`config.mk`:
```
export PLATFORM = sky130hd
export DESIGN_NAME = uart_data_fifo_path
export DESIGN_NICKNAME = d
export VERILOG_FILES = /design/src/common/uart_fifo_pkg.sv /design/src/verilog/byte_fifo.sv /design/src/verilog/tx_launcher.sv /design/src/verilog/uart_data_fifo_path.sv
export SDC_FILE = /design/constraint.sdc
export NUM_CORES = 1
export LEC_CHECK = 0
export ABC_AREA = 1
export BUFFER_PORTS_ARGS = -buffer_cell sky130_fd_sc_hd__buf_2
export CORE_UTILIZATION = 25
export CTS_BUF_LIST = sky130_fd_sc_hd__clkbuf_8
export CTS_CLUSTER_SIZE = 25
export DETAILED_ROUTE_END_ITERATION = 16
export HOLD_SLACK_MARGIN = 0.02
export PLACE_DENSITY = 0.47
export SETUP_SLACK_MARGIN = 0.3
export SLEW_MARGIN = 15
export SYNTH_ARGS = -nofsm -noshare
export SYNTH_HDL_FRONTEND = slang
export SYNTH_SLANG_ARGS = --single-unit
```
`constraint.sdc`:
```
create_clock -name clock -period 2.2 [get_ports clock]
set_input_delay 0.11 -clock clock [delete_from_list [all_inputs] [get_ports clock]]
set_output_delay 0.11 -clock clock [all_outputs]
set_load 0.005 [all_outputs]
```
`src/common/uart_fifo_pkg.sv`:
```
// Purpose: shared constants for the uart byte fifo path
// Assumes: axi4-lite, 32-bit data, word-aligned registers
// Notes:   offsets are byte addresses
package uart_fifo_pkg;
   localparam int          DATA_W        = 8;
   localparam int          FIFO_DEPTH    = 4;
   localparam int          ADDR_W        = 5;
   // register byte offsets
   localparam logic [4:0]  OFS_TX_DATA   = 5'h00;
   localparam logic [4:0]  OFS_RX_DATA   = 5'h04;
   localparam logic [4:0]  OFS_STATUS    = 5'h08;
   localparam logic [4:0]  OFS_IRQ_STAT  = 5'h0C;
   localparam logic [4:0]  OFS_IRQ_CLR   = 5'h10;
   localparam logic [4:0]  OFS_IRQ_EN    = 5'h14;
   localparam logic [4:0]  OFS_CTRL      = 5'h18;
   // status register fields
   localparam int          ST_RX_OVF     = 0;
   localparam int          ST_RX_HAS     = 1;
   localparam int          ST_TX_FULL    = 2;
   localparam int          ST_TX_ROOM    = 3;
   localparam int          ST_TX_DRAINED = 4;
   // interrupt event fields
   localparam int          EV_RX_DATA    = 0;
   localparam int          EV_TX_DRAINED = 1;
   localparam int          EV_RX_OVF     = 2;
   localparam int          EV_W          = 3;
   // control fields
   localparam int          CTRL_TX_EN    = 0;
   localparam logic [0:0]  CTRL_RESET    = 1'h1;
   localparam logic [2:0]  IRQ_EN_RESET  = 3'h0;
   // send permit to start bit, in component clock cycles
   localparam int          PERMIT_MIN_CYC = 1;
   localparam int          PERMIT_MAX_CYC = 2;
   // axi responses
   localparam logic [1:0]  RESP_OKAY     = 2'h0;
   localparam logic [1:0]  RESP_SLVERR   = 2'h2;
endpackage

```
`src/verilog/byte_fifo.sv`:
```
// Purpose: synchronous byte fifo with push/pop and level flags
// Assumes: push ignored when full, pop ignored when empty
// Notes:   head word is presented combinationally
`timescale 1ns/1ps
module byte_fifo #(
   parameter int WIDTH = 8,
   parameter int DEPTH = 4
) (
   input  wire logic                       clock,
   input  wire logic                       rst_n,
   input  wire logic                       push,
   input  wire logic [WIDTH-1:0]           push_data,
   input  wire logic                       pop,
   output logic      [WIDTH-1:0]           head_data,
   output logic      [$clog2(DEPTH+1)-1:0] count,
   output logic                            full,
   output logic                            empty
);
   localparam int PW = $clog2(DEPTH);
   localparam int CW = $clog2(DEPTH + 1);

   logic [WIDTH-1:0] mem [DEPTH];
   logic [PW-1:0]    wr_q;
   logic [PW-1:0]    rd_q;
   logic [CW-1:0]    cnt_q;
   logic             do_push;
   logic             do_pop;

   function automatic logic [PW-1:0] ptr_inc(input logic [PW-1:0] p);
      ptr_inc = (p == PW'(DEPTH - 1)) ? '0 : p + PW'(1);
   endfunction

   assign full      = (cnt_q == CW'(DEPTH));
   assign empty     = (cnt_q == '0);
   assign count     = cnt_q;
   assign head_data = mem[rd_q];
   assign do_push   = push && !full;
   assign do_pop    = pop && !empty;

   always_ff @(posedge clock) begin
      if (do_push) begin
         mem[wr_q] <= push_data;
      end
   end

   always_ff @(posedge clock) begin
      if (!rst_n) begin
         wr_q  <= '0;
         rd_q  <= '0;
         cnt_q <= '0;
      end else begin
         if (do_push) begin
            wr_q <= ptr_inc(wr_q);
         end
         if (do_pop) begin
            rd_q <= ptr_inc(rd_q);
         end
         cnt_q <= cnt_q + CW'(do_push) - CW'(do_pop);
      end
   end
endmodule // byte_fifo

```
`src/verilog/tx_launcher.sv`:
```
// Purpose: starts serializer frames from the transmit fifo under flow control
// Assumes: serializer pulses frame_done at the end of each frame
// Notes:   clear_to_send_n low permits sending
`timescale 1ns/1ps
module tx_launcher #(
   parameter int WIDTH = 8
) (
   input  wire logic             clock,
   input  wire logic             rst_n,
   input  wire logic             fifo_empty,
   input  wire logic [WIDTH-1:0] fifo_head,
   input  wire logic             tx_enable,
   input  wire logic             clear_to_send_n,
   input  wire logic             frame_done,
   output logic                  fifo_pop,
   output logic                  tx_start_q,
   output logic      [WIDTH-1:0] tx_byte_q,
   output logic                  driver_en_q
);
   localparam int P_MIN = uart_fifo_pkg::PERMIT_MIN_CYC;
   localparam int P_MAX = uart_fifo_pkg::PERMIT_MAX_CYC;

   typedef enum logic {IDLE, SEND} launch_e;
   launch_e state_q;

   // the frame stays out until done, so a cleared permit never cuts it short
   assign fifo_pop = (state_q == IDLE) && !fifo_empty && tx_enable && !clear_to_send_n;

   always_ff @(posedge clock) begin
      if (!rst_n) begin
         state_q     <= IDLE;
         tx_start_q  <= 1'b0;
         tx_byte_q   <= '0;
         driver_en_q <= 1'b0;
      end else begin
         tx_start_q <= fifo_pop;
         unique case (state_q)
            IDLE: begin
               if (fifo_pop) begin
                  state_q     <= SEND;
                  tx_byte_q   <= fifo_head;
                  driver_en_q <= 1'b1;
               end
            end
            SEND: begin
               if (frame_done) begin
                  state_q     <= IDLE;
                  driver_en_q <= 1'b0;
               end
            end
         endcase
      end
   end
endmodule // tx_launcher

```
`src/verilog/uart_data_fifo_path.sv`:
```
// Purpose: transmit and receive byte fifos between host bus and uart serializer
// Assumes: axi4-lite slave, one clock, synchronous active-low reset
// Notes:   frame timing lives in the serializer and deserializer
`timescale 1ns/1ps
module uart_data_fifo_path #(
   parameter int DEPTH = uart_fifo_pkg::FIFO_DEPTH
) (
   input  wire logic        clock,
   input  wire logic        rst_n,
   // axi4-lite slave
   input  wire logic [4:0]  s_axi_awaddr,
   input  wire logic        s_axi_awvalid,
   output logic             s_axi_awready,
   input  wire logic [31:0] s_axi_wdata,
   input  wire logic [3:0]  s_axi_wstrb,
   input  wire logic        s_axi_wvalid,
   output logic             s_axi_wready,
   output logic [1:0]       s_axi_bresp,
   output logic             s_axi_bvalid,
   input  wire logic        s_axi_bready,
   input  wire logic [4:0]  s_axi_araddr,
   input  wire logic        s_axi_arvalid,
   output logic             s_axi_arready,
   output logic [31:0]      s_axi_rdata,
   output logic [1:0]       s_axi_rresp,
   output logic             s_axi_rvalid,
   input  wire logic        s_axi_rready,
   // serializer side
   input  wire logic        clear_to_send_n,
   input  wire logic        tx_frame_done,
   output logic             tx_start,
   output logic [7:0]       tx_byte,
   output logic             tx_driver_en,
   // deserializer side
   input  wire logic        rx_byte_valid,
   input  wire logic [7:0]  rx_byte,
   // system
   output logic             tx_dma_req,
   output logic             rx_dma_req,
   output logic             irq
);
   localparam int DW = uart_fifo_pkg::DATA_W;
   localparam int CW = $clog2(DEPTH + 1);
   localparam int EW = uart_fifo_pkg::EV_W;

   // bus state
   logic             awready_q;
   logic             wready_q;
   logic             bvalid_q;
   logic [1:0]       bresp_q;
   logic             arready_q;
   logic             rvalid_q;
   logic [1:0]       rresp_q;
   logic [31:0]      rdata_q;
   logic [4:0]       waddr_q;
   logic [31:0]      wdata_q;
   logic [3:0]       wstrb_q;
   logic             wr_commit;
   logic             rd_take;

   // block state
   logic [0:0]       ctrl_q;
   logic             rx_ovf_q;
   logic [EW-1:0]    irq_stat_q;
   logic [EW-1:0]    irq_en_q;
   logic             irq_q;
   logic             tx_dma_q;
   logic             rx_dma_q;

   // fifo wires
   logic [DW-1:0]    tx_head;
   logic [CW-1:0]    tx_count;
   logic             tx_full;
   logic             tx_empty;
   logic             tx_pop;
   logic             tx_push;
   logic [DW-1:0]    rx_head;
   logic [CW-1:0]    rx_count;
   logic             rx_full;
   logic             rx_empty;
   logic             rx_pop;
   logic             rx_push_ok;
   logic             rx_overrun;
   logic             tx_drained_ev;
   logic [EW-1:0]    events;
   logic             irq_clr_we;
   logic [31:0]      status_word;

   function automatic logic hit(input logic [4:0] a, input logic [4:0] ofs);
      hit = (a[4:2] == ofs[4:2]);
   endfunction

   function automatic logic known(input logic [4:0] a);
      known = hit(a, uart_fifo_pkg::OFS_TX_DATA) || hit(a, uart_fifo_pkg::OFS_RX_DATA)
         || hit(a, uart_fifo_pkg::OFS_STATUS) || hit(a, uart_fifo_pkg::OFS_IRQ_STAT)
         || hit(a, uart_fifo_pkg::OFS_IRQ_CLR) || hit(a, uart_fifo_pkg::OFS_IRQ_EN)
         || hit(a, uart_fifo_pkg::OFS_CTRL);
   endfunction

   // ---------------- axi write channel ----------------
   assign wr_commit = !awready_q && !wready_q && !bvalid_q;

   always_ff @(posedge clock) begin
      if (!rst_n) begin
         awready_q <= 1'b1;
         wready_q  <= 1'b1;
         bvalid_q  <= 1'b0;
         bresp_q   <= uart_fifo_pkg::RESP_OKAY;
         waddr_q   <= '0;
         wdata_q   <= '0;
         wstrb_q   <= '0;
      end else begin
         if (s_axi_awvalid && awready_q) begin
            awready_q <= 1'b0;
            waddr_q   <= s_axi_awaddr;
         end
         if (s_axi_wvalid && wready_q) begin
            wready_q <= 1'b0;
            wdata_q  <= s_axi_wdata;
            wstrb_q  <= s_axi_wstrb;
         end
         if (wr_commit) begin
            bvalid_q <= 1'b1;
            bresp_q  <= known(waddr_q) ? uart_fifo_pkg::RESP_OKAY : uart_fifo_pkg::RESP_SLVERR;
         end
         if (bvalid_q && s_axi_bready) begin
            bvalid_q  <= 1'b0;
            awready_q <= 1'b1;
            wready_q  <= 1'b1;
         end
      end
   end

   // a full transmit fifo silently drops the byte; software polls room first
   assign tx_push = wr_commit && wstrb_q[0] && hit(waddr_q, uart_fifo_pkg::OFS_TX_DATA);
   assign irq_clr_we = wr_commit && wstrb_q[0] && hit(waddr_q, uart_fifo_pkg::OFS_IRQ_CLR);

   always_ff @(posedge clock) begin
      if (!rst_n) begin
         ctrl_q   <= uart_fifo_pkg::CTRL_RESET;
         irq_en_q <= uart_fifo_pkg::IRQ_EN_RESET;
      end else if (wr_commit && wstrb_q[0]) begin
         if (hit(waddr_q, uart_fifo_pkg::OFS_CTRL)) begin
            ctrl_q <= wdata_q[0:0];
         end
         if (hit(waddr_q, uart_fifo_pkg::OFS_IRQ_EN)) begin
            irq_en_q <= wdata_q[EW-1:0];
         end
      end
   end

   // ---------------- axi read channel ----------------
   assign rd_take = s_axi_arvalid && arready_q;
   // reading the data port pops; an empty fifo reads zero and pops nothing
   assign rx_pop  = rd_take && hit(s_axi_araddr, uart_fifo_pkg::OFS_RX_DATA);

   always_comb begin
      status_word = '0;
      status_word[uart_fifo_pkg::ST_RX_OVF]     = rx_ovf_q;
      status_word[uart_fifo_pkg::ST_RX_HAS]     = !rx_empty;
      status_word[uart_fifo_pkg::ST_TX_FULL]    = tx_full;
      status_word[uart_fifo_pkg::ST_TX_ROOM]    = !tx_full;
      status_word[uart_fifo_pkg::ST_TX_DRAINED] = tx_empty;
   end

   always_ff @(posedge clock) begin
      if (!rst_n) begin
         arready_q <= 1'b1;
         rvalid_q  <= 1'b0;
         rresp_q   <= uart_fifo_pkg::RESP_OKAY;
         rdata_q   <= '0;
      end else begin
         if (rd_take) begin
            arready_q <= 1'b0;
            rvalid_q  <= 1'b1;
            rresp_q   <= known(s_axi_araddr) ? uart_fifo_pkg::RESP_OKAY
                                             : uart_fifo_pkg::RESP_SLVERR;
            rdata_q   <= '0;
            if (hit(s_axi_araddr, uart_fifo_pkg::OFS_RX_DATA) && !rx_empty) begin
               rdata_q <= {24'h00_0000, rx_head};
            end else if (hit(s_axi_araddr, uart_fifo_pkg::OFS_STATUS)) begin
               rdata_q <= status_word;
            end else if (hit(s_axi_araddr, uart_fifo_pkg::OFS_IRQ_STAT)) begin
               rdata_q <= {29'h0000_0000, irq_stat_q};
            end else if (hit(s_axi_araddr, uart_fifo_pkg::OFS_IRQ_EN)) begin
               rdata_q <= {29'h0000_0000, irq_en_q};
            end else if (hit(s_axi_araddr, uart_fifo_pkg::OFS_CTRL)) begin
               rdata_q <= {31'h0000_0000, ctrl_q};
            end
         end
         if (rvalid_q && s_axi_rready) begin
            rvalid_q  <= 1'b0;
            arready_q <= 1'b1;
         end
      end
   end

   // ---------------- fifos and launcher ----------------
   byte_fifo #(.WIDTH(DW), .DEPTH(DEPTH)) u_tx_fifo (
      .clock     (clock),
      .rst_n     (rst_n),
      .push      (tx_push),
      .push_data (wdata_q[DW-1:0]),
      .pop       (tx_pop),
      .head_data (tx_head),
      .count     (tx_count),
      .full      (tx_full),
      .empty     (tx_empty)
   );

   tx_launcher #(.WIDTH(DW)) u_launch (
      .clock           (clock),
      .rst_n           (rst_n),
      .fifo_empty      (tx_empty),
      .fifo_head       (tx_head),
      .tx_enable       (ctrl_q[uart_fifo_pkg::CTRL_TX_EN]),
      .clear_to_send_n (clear_to_send_n),
      .frame_done      (tx_frame_done),
      .fifo_pop        (tx_pop),
      .tx_start_q      (tx_start),
      .tx_byte_q       (tx_byte),
      .driver_en_q     (tx_driver_en)
   );

   assign rx_push_ok = rx_byte_valid && !rx_full;
   assign rx_overrun = rx_byte_valid && rx_full;

   byte_fifo #(.WIDTH(DW), .DEPTH(DEPTH)) u_rx_fifo (
      .clock     (clock),
      .rst_n     (rst_n),
      .push      (rx_push_ok),
      .push_data (rx_byte),
      .pop       (rx_pop),
      .head_data (rx_head),
      .count     (rx_count),
      .full      (rx_full),
      .empty     (rx_empty)
   );

   // ---------------- overrun, dma and interrupts ----------------
   // clear on status read, but a new overrun in that cycle wins
   always_ff @(posedge clock) begin
      if (!rst_n) begin
         rx_ovf_q <= 1'b0;
      end else if (rx_overrun) begin
         rx_ovf_q <= 1'b1;
      end else if (rd_take && hit(s_axi_araddr, uart_fifo_pkg::OFS_STATUS)) begin
         rx_ovf_q <= 1'b0;
      end
   end

   assign tx_drained_ev = tx_pop && (tx_count == CW'(1)) && !tx_push;

   always_comb begin
      events = '0;
      events[uart_fifo_pkg::EV_RX_DATA]    = rx_push_ok;
      events[uart_fifo_pkg::EV_TX_DRAINED] = tx_drained_ev;
      events[uart_fifo_pkg::EV_RX_OVF]     = rx_overrun;
   end

   always_ff @(posedge clock) begin
      if (!rst_n) begin
         irq_stat_q <= '0;
         irq_q      <= 1'b0;
         tx_dma_q   <= 1'b0;
         rx_dma_q   <= 1'b0;
      end else begin
         irq_stat_q <= (irq_clr_we ? (irq_stat_q & ~wdata_q[EW-1:0]) : irq_stat_q) | events;
         irq_q      <= |(irq_stat_q & irq_en_q);
         tx_dma_q   <= tx_empty;
         rx_dma_q   <= !rx_empty;
      end
   end

   assign s_axi_awready = awready_q;
   assign s_axi_wready  = wready_q;
   assign s_axi_bvalid  = bvalid_q;
   assign s_axi_bresp   = bresp_q;
   assign s_axi_arready = arready_q;
   assign s_axi_rvalid  = rvalid_q;
   assign s_axi_rresp   = rresp_q;
   assign s_axi_rdata   = rdata_q;
   assign tx_dma_req    = tx_dma_q;
   assign rx_dma_req    = rx_dma_q;
   assign irq           = irq_q;
endmodule // uart_data_fifo_path
```
==> results of run 1 <==
[where the power goes]
| part | switching (uW) | total [uW] | internal [uW] |
|---|---|---|---|
| Combinational | 803 | 1360 | 554 |
| Sequential | 178 | 3000 | 2820 |
| Clock | 1010 | 2140 | 1130 |
| Total | 1990 | 6500 | 4510 |
[synth_stat cells, types with 3 or more instances]
cell      count  share of area
nand2_2       3         0.0035
buf_2         8         0.0074
nand2_1      77          0.054
dfxtp_1      65           0.24
nor2_1      104          0.072
a21oi_1      27          0.025
nand4_1       3         0.0035
ha_1         14          0.032
o21ai_0      63          0.058
inv_1        44          0.031
buf_4        27          0.038
a31oi_1      10          0.012
clkbuf_1      5         0.0035
o22ai_1       3         0.0035
nand3_1      16          0.015
edfxtp_1     64           0.36
[routing by layer]
metal  up-vias  track usage
li1       2036            -
met4         0       0.0372
met2        67        0.187
met3         9       0.0327
met1      1781        0.143
met5         -            0
[cell families after synthesis]
| kind of cell | Yosys count |
|---|---|
| other | 1 |
| DFF | 129 |
| AOI/OAI and AO/OA | 111 |
| and+or+nand+nor | 210 |
| buffers and inverters | 92 |
| xor gates and xnor gates | 2 |
| adders and majority gates | 16 |
[sequential cells by signal, indices dropped and copies added, names as in the netlist, 2 cells and up, named ones only]
name and count:
u_rx_fifo.mem 32, u_tx_fifo.mem 32, s_axi_rdata 8, u_launch.tx_byte_q 8, wdata_q 8, irq_en_q 3
irq_stat_q 3, u_rx_fifo.count 3, u_tx_fifo.count 3, waddr_q 3, u_rx_fifo.rd_q 2, u_rx_fifo.wr_q 2
u_tx_fifo.rd_q 2, u_tx_fifo.wr_q 2
[stage by stage]
stage                     worst slack, ps  cells  instance area [um2]
after floorplan                       303    586                 5500
after global placement                267    898                 6010
after detailed placement              262    898                 6010
after CTS                             304    956                 6690
after global routing                  297    960                 6760
final                                 403    960                 6760
[worst reg2reg max path: cells and delay by family (launching register included)]
kind | cells | cell delay (ps)
adder cells (fa/ha/maj) | 3 | 740
AND/OR/NAND/NOR | 3 | 260
flip-flops | 1 | 360
buffers and inverters | 3 | 150
AO/OA/AOI/OAI | 2 | 160
[cell type report]
| type | count | share of cell area |
|---|---|---|
| clock buffer | 17 | 0.0346 |
| tap | 275 | 0.0509 |
| inverter | 49 | 0.0281 |
| sequential | 129 | 0.478 |
| timing repair buffer | 110 | 0.110 |
| clock inverter | 15 | 0.0270 |
| multi-input combinational | 365 | 0.272 |
[worst max-delay path by stage]
stage / start / to / slack, ps / cells after the start
3_3_place_gp: u_rx_fifo.count[0] / u_rx_fifo.count[2] / 270 / 11
6_report: u_rx_fifo.count[0] / u_rx_fifo.count[2] / 400 / 11
2_1_floorplan: u_rx_fifo.count[0] / u_rx_fifo.count[2] / 300 / 11
5_1_grt: u_rx_fifo.count[0] / u_rx_fifo.count[2] / 300 / 11
3_5_place_dp: u_rx_fifo.count[0] / u_rx_fifo.count[2] / 260 / 11
4_1_cts: u_rx_fifo.count[0] / u_rx_fifo.count[2] / 300 / 11
[timing repair]
action	in CTS	in global routing
hold buffers	26	0
endpoints found under the hold margin	52	0
resized for setup	4	16
setup buffers	0	4
pin swaps	1	6
setup endpoints to repair	3	4
==> results.json, run 1 <==
{
  "status": "finished clean",
  "port_buffers": 60,
  "cp-end-kind": "flip-flop",
  "synthArstFlopShare": 0,
  "yosys_warnings": 0,
  "period_needed_ps": 1800,
  "path_clk_slew_ps": 80,
  "fin_util": 0.321,
  "dp_hpwl_um": 8170,
  "irDropWorstVdd_v": 0.000400,
  "route.detailed.drc": 0,
  "crit_family": "adder cells",
  "setup-violations-final": 0,
  "via_count": 3893,
  "root_buffer": "clkbuf_8",
  "dr_wl_met3_um": 441,
  "yosys.area_share.simple": 0.161,
  "slew_viol_final": 0,
  "fin_crit_sh": 0.817,
  "die_area_um2": 22200,
  "hold-path-endpoint": "irq_stat_q[2]",
  "whs_ps": 62.0,
  "hold_path.class": "input port to flip-flop",
  "maxCapViolations": 0,
  "hold_viol_final": 0,
  "wl_met2_um": 5900,
  "die_y_um": 149,
  "initial_utilization": 0.256,
  "mappedNetlistArea_um2": 5400,
  "synth_seq_cells": 129,
  "num_io_pins": 118,
  "synth_top_family_by_area": "simple AND/OR/NAND/NOR gates",
  "mostFrequentLayoutCell": "nor2_1",
  "first_global_vias": 3675,
  "worst-path-max-fanout": 4,
  "wl_met1_um": 5590,
  "grt_max_degree": 40,
  "crit_required_ps": 2520,
  "yosys-mux-area-fraction": 0,
  "antenna_left": 0,
  "avgSynthCellArea_um2": 9.62,
  "crit_path_start_kind": "flip-flop",
  "synthToLayoutAreaGrowth_pct": 25.3,
  "power.density_nw_per_um2": 961,
  "worst_ep_arrival_time_ps": 2120,
  "dr.pass1.iters": 5,
  "synthCells": 561,
  "n_antenna_cell": 0,
  "first_iter_violations": 155,
  "grt_setup_unrepaired": "yes",
  "rows": 53,
  "hold_path_depth": 3,
  "finalClockSkew_ps": 18.0,
  "n_fill_cell": 2241,
  "fmax_mhz": 556,
  "ys.flop_type": "dfxtp_1",
  "path_class": "flip-flop to flip-flop",
  "overflow": 0,
  "crit_slowest_cell": "fa_1",
  "rr_endpoint": "u_rx_fifo.count[2]",
  "synth_compound_gate_area_share": 0.111,
  "synth_cell_type_count": 35,
  "synth_edf_count": 64,
  "vias_per_cell": 4.06,
  "crit_buf_inv": 3,
  "drive_gt1_frac": 0.210,
  "multi_input_area_um2": 1840,
  "hp-start": "rx_byte_valid",
  "antenna_found_initial": 0,
  "wl_per_cell_um": 12.6,
  "track_usage": 0.114,
  "yosysSeqAreaShare": 0.597,
  "clock_sinks": 129,
  "die_x_um": 149,
  "worstRegToRegCells": 11,
  "htreeDepth": 4,
  "fin_nets": 752,
  "gp_congestion": 0.739,
  "synth-xor-area-share": 0.00324,
  "register_area_um2": 3230,
  "timing.rr.start": "u_rx_fifo.count[0]",
  "coreArea_um2": 21100,
  "synth_fa_ha_area_frac": 0.0399,
  "cts_tree": "done",
  "clock_path_buffers": 2,
  "fin_setup_tns_ps": 0,
  "top_layer": "met4",
  "p_leak_uw": 0.00279,
  "cp_slowest_stage_delay_ps": 370,
  "reg2reg_slack_ps": 400,
  "wl_um": 12100,
  "power_uw": 6500,
  "cts_buffers": 17,
  "grt_first_pass_wirelength_um": 19000,
  "layout_common_cells": "101 x nor2_1, 76 x nand2_1, 64 x edfxtp_1, 62 x o21ai_0",
  "crit_chain": "inv_4 > nand3_4 > nand2_4 > nor2_4 > ha_1 > inv_1 > ha_1 > inv_1 > fa_1 > o21ai_1 > a21oi_1",
  "clk_latency_ps": 440
}
Power figures use the tool's default switching activity.
==> run 2, diff against run 1 <==
--- a/config.mk
+++ b/config.mk
@@ -12,7 +12,7 @@
 export CTS_CLUSTER_SIZE = 25
 export DETAILED_ROUTE_END_ITERATION = 16
 export HOLD_SLACK_MARGIN = 0.02
-export PLACE_DENSITY = 0.47
+export PLACE_DENSITY = 0.48
 export SETUP_SLACK_MARGIN = 0.3
 export SLEW_MARGIN = 15
 export SYNTH_ARGS = -nofsm -noshare
==> constraint.sdc (replaced) <==
create_clock -name clock -period 1.6 [get_ports clock]
set_input_delay 0.08 -clock clock [delete_from_list [all_inputs] [get_ports clock]]
set_output_delay 0.08 -clock clock [all_outputs]
set_load 0.005 [all_outputs]
==> results.json, run 2 (same netlist as run 1, synthesis figures left out) <==
{
  "status": "finished, violations left",
  "failed_checks": "negative setup slack",
  "power.density_nw_per_um2": 1320,
  "grt_max_degree": 40,
  "die_y_um": 149,
  "whs_ps": 49.7,
  "dr.pass1.iters": 5,
  "drive_gt1_frac": 0.344,
  "die_x_um": 149,
  "design_area_um2": 7650,
  "path_clk_slew_ps": 80,
  "wl_um": 12800,
  "crit_path_start_kind": "flip-flop",
  "p_leak_uw": 0.00317,
  "num_io_pins": 118,
  "worst_ep_arrival_time_ps": 2090,
  "finalClockSkew_ps": 13.5,
  "crit_chain": "inv_2 > nand3_4 > nand2_4 > nor2_4 > ha_4 > inv_2 > ha_4 > inv_2 > fa_2 > nor2_1",
  "clock_sinks": 129,
  "first_iter_violations": 114,
  "fin_crit_sh": 1.11,
  "period_needed_ps": 1770,
  "htreeDepth": 4,
  "layout_setup_ws_ps": -170,
  "mostFrequentLayoutCell": "nor2_1",
  "fin_util": 0.363,
  "root_buffer": "clkbuf_8",
  "layout_common_cells": "86 x nor2_1, 65 x nand2_1, 64 x edfxtp_1, 60 x buf_2, 58 x o21ai_0",
  "port_buffers": 60,
  "dp_hpwl_um": 8500,
  "setup-violations-final": 6,
  "route.detailed.drc": 0,
  "wl_per_cell_um": 12.5,
  "cts_buffers": 17,
  "clk_latency_ps": 440,
  "initial_utilization": 0.256,
  "clock_path_buffers": 2,
  "die_area_um2": 22200,
  "overflow": 0,
  "maxCapViolations": 0,
  "antenna_found_initial": 0,
  "reg_top3": "u_rx_fifo.mem x32, u_tx_fifo.mem x32",
  "synthToLayoutAreaGrowth_pct": 41.7,
  "n_fill_cell": 2164,
  "worst-path-max-fanout": 2,
  "path_class": "flip-flop to flip-flop",
  "cp_slowest_stage_delay_ps": 500,
  "coreArea_um2": 21100,
  "fin_nets": 814,
  "first_global_vias": 4167,
  "antenna_left": 0,
  "crit_slowest_cell": "fa_2",
  "grt_setup_unrepaired": "yes",
  "hold_viol_final": 0,
  "grt_first_pass_wirelength_um": 20500,
  "n_antenna_cell": 0,
  "irDropWorstVdd_v": 0.000538,
  "track_usage": 0.121,
  "hold_path.class": "input port to flip-flop",
  "rows": 53,
  "cts_tree": "done",
  "gp_congestion": 0.766,
  "cp-end-kind": "flip-flop",
  "slew_viol_final": 0,
  "vias_per_cell": 4.13,
  "fmax_mhz": 565,
  "crit_top_cell": "inv_2",
  "via_count": 4221,
  "crit_required_ps": 1920,
  "dpl-instance-area_um2": 6390
}
-- run 2: area by class of cell --
type / count / area, um2 / share of cell area
Sequential cell: 129 / 3230 / 0.423
Multi-Input combinational cell: 365 / 2110 / 0.276
Timing Repair Buffer: 171 / 1360 / 0.178
Tap cell: 275 / 344 / 0.0450
Clock buffer: 17 / 234 / 0.0306
Inverter: 49 / 196 / 0.0257
Clock inverter: 15 / 164 / 0.0214
Timing Repair inverter: 1 / 7.51 / 0.000981
-- run 2: worst paths after layout --
| path | startpoint | to | slack (ps) | cells after the start |
|---|---|---|---|---|
| setup / recovery | u_rx_fifo.count[2] | u_rx_fifo.count[1] | -170 | 10 |
| hold / removal | s_axi_wvalid | s_axi_wready | 50 | 4 |
| setup reg to reg | u_rx_fifo.count[2] | u_rx_fifo.count[1] | -170 | 10 |
| hold reg to reg | s_axi_rdata[7] | s_axi_rdata[7] | 460 | 2 |
-- run 2: per-stage QoR --
stage | power, uW | instances | setup slack, ps | TNS [ps]
floorplan | 5450 | 586 | -228 | -839
global placement | 6400 | 936 | -161 | -526
detailed placement | 6400 | 936 | -188 | -631
CTS | 9880 | 1013 | -142 | -444
global route | 10800 | 1022 | -230 | -1640
finish | 10100 | 1022 | -170 | -661
-- run 2: repair_timing --
item,CTS,global route
hold endpoints to repair,53,0
resized for setup,42,60
setup buffers,19,9
hold buffers,25,0
pin swaps,16,23
setup endpoints to repair,84,114
gates cloned,1,0
-- run 2: per-layer routing --
metal	GRT usage	wire (um)
met3	0.0324	384
met4	0.0454	263
met5	0	0
met2	0.215	6360
met1	0.139	5740
-- run 2: critical path: cells and delay by family (launching register included) --
| kind | cells | cell delay [ps] |
|---|---|---|
| buffers and inverters | 3 | 140 |
| adder cells (fa/ha/maj) | 3 | 830 |
| AND/OR/NAND/NOR | 4 | 320 |
| flip-flops | 1 | 350 |
-- run 2: where the power goes --
| group | internal, uW | switching (uW) |
|---|---|---|
| Clock | 1400 | 1360 |
| Sequential | 3880 | 208 |
| Combinational | 1730 | 1560 |
| Total | 7000 | 3130 |
